**src/rtl/pcrb_pkg.sv**
```systemverilog
// Package with the register map, field positions and reset values of the control register bank.
package pcrb_pkg;
    localparam logic [6:0] TARGET_ADDR       = 7'h7E;
    localparam logic [7:0] OFS_REG_EN        = 8'h00;
    localparam logic [7:0] OFS_VPAIR_A       = 8'h01;
    localparam logic [7:0] OFS_VPAIR_B       = 8'h02;
    localparam logic [7:0] OFS_VPAIR_C       = 8'h03;
    localparam logic [7:0] OFS_VPAIR_D       = 8'h04;
    localparam logic [7:0] OFS_VREG5         = 8'h05;
    localparam logic [7:0] OFS_VREG6         = 8'h06;
    localparam logic [7:0] OFS_VREG7         = 8'h07;
    localparam logic [7:0] OFS_CHG_ONE       = 8'h08;
    localparam logic [7:0] OFS_CHG_TWO       = 8'h09;
    localparam logic [7:0] OFS_CTRL_EN       = 8'h0A;
    localparam logic [7:0] OFS_ADC_CTRL      = 8'h0B;
    localparam logic [7:0] OFS_CONV_RESULT   = 8'h0C;
    localparam logic [7:0] OFS_WAKE_REASON   = 8'h0D;
    localparam logic [7:0] OFS_LIVE_STATUS   = 8'h2E;
    localparam logic [7:0] RST_REG_EN        = 8'h2A;
    localparam logic [7:0] RST_VPAIR_A       = 8'hF3;
    localparam logic [7:0] RST_VPAIR_B       = 8'hAD;
    localparam logic [7:0] RST_VPAIR_C       = 8'h55;
    localparam logic [7:0] RST_VPAIR_D       = 8'h0F;
    localparam logic [7:0] RST_VREG5         = 8'h03;
    localparam logic [7:0] RST_VREG6         = 8'h03;
    localparam logic [7:0] RST_VREG7         = 8'h05;
    localparam logic [7:0] RST_CHG_ONE       = 8'h11;
    localparam logic [7:0] RST_CHG_TWO       = 8'h02;
    localparam logic [7:0] RST_CTRL_EN       = 8'h10;
    localparam logic [7:0] RST_ADC_CTRL      = 8'h03;
    // Writable masks; bits outside them are read-only or unused.
    localparam logic [7:0] WM_FULL           = 8'hFF;
    localparam logic [7:0] WM_VPAIR_C        = 8'h77;
    localparam logic [7:0] WM_VREG3          = 8'h07;
    localparam logic [7:0] WM_CHG_ONE        = 8'h1F;
    localparam logic [7:0] WM_CHG_TWO        = 8'h07;
    localparam logic [7:0] WM_ADC_CTRL       = 8'h0F;
    localparam int         CHG_TWO_DIS_BIT   = 0;
    localparam int         CHG_TWO_EOC_LSB   = 1;
    localparam int         CHG_TWO_CHARGING  = 3;
    localparam int         CHG_TWO_EOC_FLAG  = 4;
    localparam int         ADC_MUX_LSB       = 0;
endpackage : pcrb_pkg

```
**src/rtl/pcrb_bank.sv**
```systemverilog
// I2C target and control/status register bank of the power management unit.
// Operation
// - Answer only the fixed seven-bit target address 7E on the serial port.
// - Result, reason, status registers and charger bits 3 and 4 are read-only.
// - Capture wake input levels into reason register at power-up start, then hold.
// - Reason bit is one when its input was high at start; several allowed.
// - Charger reason bit set only when a good battery is present.
// - Status register mirrors comparators, converter flags and wake inputs live.
// - Status bit 3 shows valid charger voltage present.
// - Comparator status bits are one while input exceeds threshold.
// - Key, alarm, handsfree status bits follow their pins directly.
// - Four-bit codes for regulators 1,2,4,9,10 step from 1.5 V.
// - Three-bit codes step from 2.5 V; regulator 11 steps from 1.8 V.
// - First enable register holds one enable bit per regulator 1 to 8.
// - Pair register: upper nibble regulator 9, lower nibble regulator 1.
// - Voltage codes are stored independently of enables.
// - Charger register bit 0 set disables the main charger.
// - Writes to read-only or unused bits change nothing and raise no error.
// - Two-bit end-of-charge field selects termination current.
// - Two-bit converter select routes battery, current or identity resistor.
module pcrb_bank (
    input  wire logic                     clk_sys_i,
    input  wire logic                     arst_n_i,
    input  wire logic                     scl_i,
    input  wire logic                     sda_i,
    output logic                          sda_o,
    output logic                          sda_oe_o,
    input  wire logic                     powerup_start_i,
    input  wire logic                     battery_good_i,
    input  wire logic                     on_key_i,
    input  wire logic                     alarm_i,
    input  wire logic                     charger_supply_input_i,
    input  wire logic                     handsfree_wake_input_i,
    input  wire logic                     comparator_one_result_i,
    input  wire logic                     comparator_two_result_i,
    input  wire logic                     adc_overflow_i,
    input  wire logic                     adc_ready_i,
    input  wire logic [7:0]               adc_data_i,
    input  wire logic                     eoc_flag_i,
    input  wire logic                     charging_i,
    output logic [7:0]                    reg_enable_o,
    output logic [3:0]                    vcode_reg1_o,
    output logic [3:0]                    vcode_reg2_o,
    output logic [2:0]                    vcode_reg3_o,
    output logic [3:0]                    vcode_reg4_o,
    output logic [2:0]                    vcode_reg5_o,
    output logic [2:0]                    vcode_reg6_o,
    output logic [2:0]                    vcode_reg7_o,
    output logic [2:0]                    vcode_reg8_o,
    output logic [3:0]                    vcode_reg9_o,
    output logic [3:0]                    vcode_reg10_o,
    output logic [3:0]                    vcode_reg11_o,
    output logic [4:0]                    charger_one_o,
    output logic                          main_charger_disable_o,
    output logic [1:0]                    eoc_select_o,
    output logic [7:0]                    ctrl_enable_o,
    output logic [1:0]                    adc_mux_o,
    output logic [1:0]                    adc_ctrl_o
);
    import pcrb_pkg::*;

    typedef enum logic [2:0] {ST_IDLE, ST_ADDR, ST_REG, ST_WDATA, ST_RDATA, ST_SKIP} pcrb_state_t;

    // Two-stage synchronisers for every pin sampled by the bank except the converter data and charging flag.
    localparam int NSYNC = 13;
    // SCL and SDA restart at their idle high level, so leaving reset shows no false edge.
    localparam logic [NSYNC-1:0] SYNC_IDLE = 13'h1800;
    logic [NSYNC-1:0] raw_w;
    logic [NSYNC-1:0] s1_q;
    logic [NSYNC-1:0] s2_q;
    assign raw_w = {scl_i, sda_i, powerup_start_i, battery_good_i, on_key_i, alarm_i,
                    charger_supply_input_i, handsfree_wake_input_i, comparator_one_result_i,
                    comparator_two_result_i, adc_overflow_i, adc_ready_i, eoc_flag_i};
    always_ff @(posedge clk_sys_i or negedge arst_n_i) begin
        if (!arst_n_i) begin
            s1_q <= SYNC_IDLE;
            s2_q <= SYNC_IDLE;
        end else begin
            s1_q <= raw_w;
            s2_q <= s1_q;
        end
    end
    logic scl_w, sda_w, pup_w, batt_w, key_w, alm_w, chg_w, hf_w, c1_w, c2_w, ovf_w, rdy_w, eoc_w;
    assign {scl_w, sda_w, pup_w, batt_w, key_w, alm_w, chg_w, hf_w, c1_w, c2_w, ovf_w, rdy_w, eoc_w} = s2_q;

    // The converter data and charging flag are assumed to come from logic on this clock.
    logic scl_d1_q, sda_d1_q, pup_d1_q;
    always_ff @(posedge clk_sys_i or negedge arst_n_i) begin
        if (!arst_n_i) begin
            scl_d1_q <= 1'b1;
            sda_d1_q <= 1'b1;
            pup_d1_q <= 1'b0;
        end else begin
            scl_d1_q <= scl_w;
            sda_d1_q <= sda_w;
            pup_d1_q <= pup_w;
        end
    end
    logic scl_rise_w, scl_fall_w, start_w, stop_w;
    assign scl_rise_w = scl_w & ~scl_d1_q;
    assign scl_fall_w = ~scl_w & scl_d1_q;
    assign start_w    = scl_w & scl_d1_q & sda_d1_q & ~sda_w;
    assign stop_w     = scl_w & scl_d1_q & ~sda_d1_q & sda_w;

    // Register storage, written as whole bytes through a per-register mask.
    // Registers clear to zero; loading power-up defaults is left to the sequencer outside.
    localparam int NREG = 12;
    logic [7:0] regs_q [NREG];
    logic [7:0] wm_w   [NREG];
    assign wm_w  = '{WM_FULL, WM_FULL, WM_FULL, WM_VPAIR_C, WM_FULL, WM_VREG3,
                     WM_VREG3, WM_VREG3, WM_CHG_ONE, WM_CHG_TWO, WM_FULL, WM_ADC_CTRL};

    pcrb_state_t st_q;
    logic [3:0]  bit_q;
    logic [7:0]  sh_q;
    logic [7:0]  ptr_q;
    logic        ack_q;
    logic        rd_q;
    logic        drive_q;
    logic        wr_pulse_q;
    logic [7:0]  wr_data_q;
    logic [7:0]  reason_q;
    logic [7:0]  rdata_w;
    logic [7:0]  status_w;

    assign status_w = {c2_w, c1_w, key_w, alm_w, chg_w, hf_w, ovf_w, rdy_w};

    logic [7:0] chg_two_rd_w;
    assign chg_two_rd_w = {3'b000, eoc_w, charging_i, regs_q[9][2:0]};

    always_comb begin
        rdata_w = 8'h00;
        if (ptr_q < 8'(NREG)) begin
            rdata_w = regs_q[ptr_q[3:0]] & wm_w[ptr_q[3:0]];
        end
        if (ptr_q == OFS_CHG_TWO) begin
            rdata_w = chg_two_rd_w;
        end
        if (ptr_q == OFS_CONV_RESULT) begin
            rdata_w = adc_data_i;
        end
        if (ptr_q == OFS_WAKE_REASON) begin
            rdata_w = reason_q;
        end
        if (ptr_q == OFS_LIVE_STATUS) begin
            rdata_w = status_w;
        end
    end

    // Serial target: bits taken on rising clock, our drive changes on falling clock.
    always_ff @(posedge clk_sys_i or negedge arst_n_i) begin
        if (!arst_n_i) begin
            st_q       <= ST_IDLE;
            bit_q      <= 4'd0;
            sh_q       <= 8'h00;
            ptr_q      <= 8'h00;
            ack_q      <= 1'b0;
            rd_q       <= 1'b0;
            drive_q    <= 1'b0;
            wr_pulse_q <= 1'b0;
            wr_data_q  <= 8'h00;
        end else begin
            wr_pulse_q <= 1'b0;
            if (start_w) begin
                st_q    <= ST_ADDR;
                bit_q   <= 4'd0;
                ack_q   <= 1'b0;
                drive_q <= 1'b0;
            end else if (stop_w) begin
                st_q    <= ST_IDLE;
                drive_q <= 1'b0;
            end else if (st_q != ST_IDLE && st_q != ST_SKIP) begin
                if (scl_rise_w) begin
                    if (ack_q) begin
                        if (rd_q && st_q == ST_RDATA && sda_w) begin
                            st_q <= ST_SKIP;
                        end
                    end else begin
                        // A read byte keeps its own shifter, so only the count moves here.
                        if (st_q != ST_RDATA) begin
                            sh_q <= {sh_q[6:0], sda_w};
                        end
                        bit_q <= bit_q + 4'd1;
                    end
                end
                if (scl_fall_w) begin
                    if (ack_q) begin
                        ack_q   <= 1'b0;
                        drive_q <= 1'b0;
                        if (st_q == ST_RDATA) begin
                            drive_q <= ~rdata_w[7];
                            sh_q    <= {rdata_w[6:0], 1'b1};
                        end
                    end else if (bit_q == 4'd8) begin
                        // The fall ending a start also shows a zero count, so only a full byte opens the slot.
                        bit_q <= 4'd0;
                        ack_q <= 1'b1;
                        case (st_q)
                            ST_ADDR: begin
                                if (sh_q[7:1] == TARGET_ADDR) begin
                                    drive_q <= 1'b1;
                                    rd_q    <= sh_q[0];
                                    st_q    <= sh_q[0] ? ST_RDATA : ST_REG;
                                end else begin
                                    st_q  <= ST_SKIP;
                                    ack_q <= 1'b0;
                                end
                            end
                            ST_REG: begin
                                drive_q <= 1'b1;
                                ptr_q   <= sh_q;
                                st_q    <= ST_WDATA;
                            end
                            ST_WDATA: begin
                                drive_q    <= 1'b1;
                                wr_pulse_q <= 1'b1;
                                wr_data_q  <= sh_q;
                            end
                            ST_RDATA: begin
                                drive_q <= 1'b0;
                                ptr_q   <= ptr_q + 8'd1;
                            end
                            default: begin
                                drive_q <= 1'b0;
                            end
                        endcase
                    end else if (st_q == ST_RDATA) begin
                        drive_q <= ~sh_q[7];
                        sh_q    <= {sh_q[6:0], 1'b1};
                    end
                end
            end
            if (wr_pulse_q) begin
                ptr_q <= ptr_q + 8'd1;
            end
        end
    end

    // The first read byte is loaded when the address acknowledge ends.
    assign sda_o    = 1'b0;
    assign sda_oe_o = drive_q;

    logic wr_hit_w;
    assign wr_hit_w = wr_pulse_q && (ptr_q < 8'(NREG));

    generate
        for (genvar g = 0; g < NREG; g++) begin : g_reg
            always_ff @(posedge clk_sys_i or negedge arst_n_i) begin
                if (!arst_n_i) begin
                    regs_q[g] <= 8'h00;
                end else if (wr_hit_w && ptr_q[3:0] == 4'(g)) begin
                    regs_q[g] <= (regs_q[g] & ~wm_w[g]) | (wr_data_q & wm_w[g]);
                end
            end
        end
    endgenerate

    // Reason capture; reset leaves it clear until the first power-up start.
    always_ff @(posedge clk_sys_i or negedge arst_n_i) begin
        if (!arst_n_i) begin
            reason_q <= 8'h00;
        end else if (pup_w && !pup_d1_q) begin
            reason_q <= {4'h0, key_w, alm_w, chg_w & batt_w, hf_w};
        end
    end

    assign reg_enable_o          = regs_q[0];
    assign vcode_reg1_o          = regs_q[1][3:0];
    assign vcode_reg9_o          = regs_q[1][7:4];
    assign vcode_reg2_o          = regs_q[2][3:0];
    assign vcode_reg10_o         = regs_q[2][7:4];
    assign vcode_reg3_o          = regs_q[3][2:0];
    assign vcode_reg8_o          = regs_q[3][6:4];
    assign vcode_reg4_o          = regs_q[4][3:0];
    assign vcode_reg11_o         = regs_q[4][7:4];
    assign vcode_reg5_o          = regs_q[5][2:0];
    assign vcode_reg6_o          = regs_q[6][2:0];
    assign vcode_reg7_o          = regs_q[7][2:0];
    assign charger_one_o         = regs_q[8][4:0];
    assign main_charger_disable_o = regs_q[9][CHG_TWO_DIS_BIT];
    assign eoc_select_o          = regs_q[9][CHG_TWO_EOC_LSB +: 2];
    assign ctrl_enable_o         = regs_q[10];
    assign adc_mux_o             = regs_q[11][ADC_MUX_LSB +: 2];
    assign adc_ctrl_o            = regs_q[11][3:2];
endmodule // pcrb_bank

```
**config.mk**
```make
export PLATFORM = sky130hd
export DESIGN_NAME = pcrb_bank
export DESIGN_NICKNAME = d
export VERILOG_FILES = /design/src/rtl/pcrb_pkg.sv /design/src/rtl/pcrb_bank.sv
export SDC_FILE = /design/constraint.sdc
export NUM_CORES = 1
export LEC_CHECK = 0
export BUFFER_PORTS_ARGS = -buffer_cell sky130_fd_sc_hd__clkbuf_2
export CAP_MARGIN = 20
export CORE_MARGIN = 2
export CORE_UTILIZATION = 44
export DETAILED_ROUTE_END_ITERATION = 10
export SLEW_MARGIN = 20
export SYNTH_ARGS = -nofsm -noshare
export SYNTH_HDL_FRONTEND = slang
export SYNTH_SLANG_ARGS = --single-unit
```
**constraint.sdc**
```tcl
create_clock -name clk_sys_i -period 3.1 [get_ports clk_sys_i]
set_input_delay 0.465 -clock clk_sys_i [delete_from_list [all_inputs] [get_ports clk_sys_i]]
set_output_delay 0.465 -clock clk_sys_i [all_outputs]
set_load 0.005 [all_outputs]
```
==> flow_summary_export.csv <==
group,metric,value,unit
pwr,power.density,492,nW/um2
logic_synthesis,synth_edf_count,0,
logic_synthesis,synthTopCellsByArea,"dfrtp_1, mux2_2, mux2i_1",
die,initial_core_util,44.8,%
die,rows,45,
die,core-area,15100,um2
placement,pre_cts_ws,0.600,ns
routing,viasPerCell,5.96,
critical_path,path_buf_inv,1,
global_routing,antenna_found_initial,0,
routing,first_pass_iters,7,
timing,hold_viol_final,0,
critical_path,critPathMaxStageDelay,0.60,ns
clocking,clock_latency,0.42,ns
critical_path,slowest_stage,"ha_1",
routing,drc,0,
routing,drtAntennaViolNets,0,
clocking,cts_hold_buffers,0,
logic_synthesis,syn_area,6760,um2
pwr,p_leak,3.68,nW
critical_path,arrival,2.82,ns
clocking,cts_resized,0,
final_layout,diodes,0,
critical_path,critical_path_peak_fanout,11,
flow_run,drv_cap,0,
timing,finClkSkew,0.00814,ns
global_routing,grt_pass1_vias,5186,
timing,max_freq,399,MHz
global_routing,grt_usage,24.2,%
timing,tightest_slew,0.723,ns
placement,io_buffers,91,
logic_synthesis,synth_ff_type,"dfrtp_1",
global_routing,grt_max_degree,79,
die,dieArea,16400,um2
logic_synthesis,ys_types,81,
logic_synthesis,synthDominantCellAreaShare,47.8,%
die,io_pins,93,
min_path,hold_path_class,"input pin to async pin",
clocking,htree_num_levels,4,
clocking,cts_buffer_depth,2,
global_routing,grt-ovfl-total,0,
routing,postRouteWirelength,18900,um
final_layout,n_fill_cell,1373,
timing,slew_viol_final,0,
logic_synthesis,synth_top_cell_by_area,"dfrtp_1",
routing,drtIter0Drc,586,
final_layout,drive_gt1_share,34.2,%
timing,fin_crit,2.51,ns
final_layout,fin_nets,721,
clocking,cts_buffers,17,
logic_synthesis,yosysSeqAreaShare,50.1,%
timing,setup_viol,0,
routing,wl_per_cell,21.2,um
clocking,clock-sinks,135,
logic_synthesis,ys_warn_count,0,
global_routing,grt_pass1_wl,29900,um
timing,final.period_utilization,80.9,%
timing,worst_slack,0.591,ns
critical_path,startpoint_type,"register",
logic_synthesis,ys_seq_elements,135,
die,die_h,128,um
logic_synthesis,syn_inst,602,
critical_path,path_cells,"inv_1 -> ha_1 -> nand3_1 -> a21oi_1 -> o311ai_1 -> a221o_1 -> a221oi_1",
critical_path,path_class,"register to register",
routing,vias,5294,
clocking,post-cts-setup-buffer-count,0,
final_layout,area_growth,17.3,%
critical_path,cp.required,3.41,ns
timing,relSlewSlack,51.8,%
timing,tns,0,ns
placement,hpwl,13600,um
clocking,cts.clk_slew.worst_paths,0.06,ns
logic_synthesis,avgSynthCellArea,11.2,um2
critical_path,end_kind,"register",
die,fp.dieW,128,um
timing,rsz0062_at_grt,"no",
outcome,status,"complete, no violations",
critical_path,critPathTopFamily,"compound AO/OA/AOI/OAI gates",
placement,gp_congestion,0.915,
logic_synthesis,async_reset_ff_share,100,%
pwr,vdd_drop_max,0.000441,V
clocking,cts_tree,"yes",
logic_synthesis,syn_nets,632,
clocking,root_buffer,"clkbuf_16",
sequential cells by signal (all words and copies together), names as in the netlist, 4 cells and up:
register / cells
bit_q: 4
charger_one_o: 5
ctrl_enable_o: 8
ptr_q: 8
reason_q: 4
reg_enable_o: 8
s1_q: 13
s2_q: 13
sh_q: 8
vcode_reg10_o: 4
vcode_reg11_o: 4
vcode_reg1_o: 4
vcode_reg2_o: 4
vcode_reg4_o: 4
vcode_reg9_o: 4
wr_data_q: 8
final cells by class:
cell class,instances,area (um2),area share (%)
Tap cell,188,235,2.97
Timing Repair Buffer,103,564,7.12
Clock buffer,20,457,5.76
Clock inverter,9,80.1,1.01
Sequential cell,135,3390,42.7
Inverter,12,45.0,0.568
Multi-Input combinational cell,422,3160,39.9
synthesized netlist by cell type, types with 11 or more instances:
cell	instances
nor2_1	43
mux2i_1	18
mux2_2	80
buf_2	12
a21oi_1	27
nand2_1	38
dfrtp_1	129
clkbuf_1	15
nand3_1	18
inv_1	11
o21ai_0	31
cells by family (layout without fill, tap and decap cells):
family	after synthesis	after routing	synth area share [%]
buffers and inverters	45	144	3.22
AOI/OAI and AO/OA	138	138	14.0
xor gates and xnor gates	3	3	0.389
other	1	1	0.0555
DFF	135	135	50.1
adders and majority gates	6	6	1.11
muxes	101	101	17.0
and+or+nand+nor	173	173	14.1
metal layers:
layer | part of all wire (%) | track usage [%] | up-vias
met2 | 46 | 36.6 | 203
met1 | 44 | 33.2 | 2632
met3 | 6.5 | 6.05 | 44
li1 | - | - | 2415
met4 | 3.2 | 10.5 | 0
met5 | 0 | 0 | -
cell usage in the layout, fill, tap and decap left out, drive strengths merged, types with 5 or more instances in the layout:
cell type	instances
a211oi	7
a21boi	5
a21o	7
a21oi	27
a22o	5
and3	5
buf	13
clkbuf	110
clkinv	8
dfrtp	129
dfstp	6
ha	6
inv	11
mux2	80
mux2i	18
nand2	39
nand2b	8
nand3	21
nand3b	9
nand4	8
nor2	46
nor2b	9
o211ai	5
o21ai	31
o22ai	5
path summary, 6_finish.rpt:
path                            slack (ns)  startpoint  cells after the start               end
worst min-delay path                  0.08    arst_n_i                      1   vcode_reg5_o[1]
worst max register to register        0.59    ptr_q[0]                      7           sh_q[5]
worst max-delay path                  0.59    ptr_q[0]                      7           sh_q[5]
worst min register to register        0.35    s1_q[10]                      0          s2_q[10]
min in group clk_sys_i                0.13       scl_i                      1          s1_q[12]
max in group asynchronous             2.26    arst_n_i                      2  vcode_reg10_o[3]
power breakdown:
group	switching [mW]	leakage (nW)	internal (mW)
combinational	0.0932	1.63	0.0683
clock	0.726	0.267	1.12
sequential	0.0737	1.78	1.82
total	0.893	3.68	3.01
through the flow:
step / util, % / cells / hold WS (ns) / area (um2) / power (mW)
finish: 52.6 / 889 / 0.0827 / 7930 / 3.90
CTS: 52.5 / 889 / 0.106 / 7920 / 3.94
detailed placement: 49.0 / 860 / 0.337 / 7390 / 2.08
global route: 52.6 / 889 / 0.121 / 7930 / 4.05
global placement: 49.0 / 860 / 0.331 / 7390 / 2.08
floorplan: - / 602 / 0.169 / 6760 / 1.98
Power figures use the tool's default switching activity.
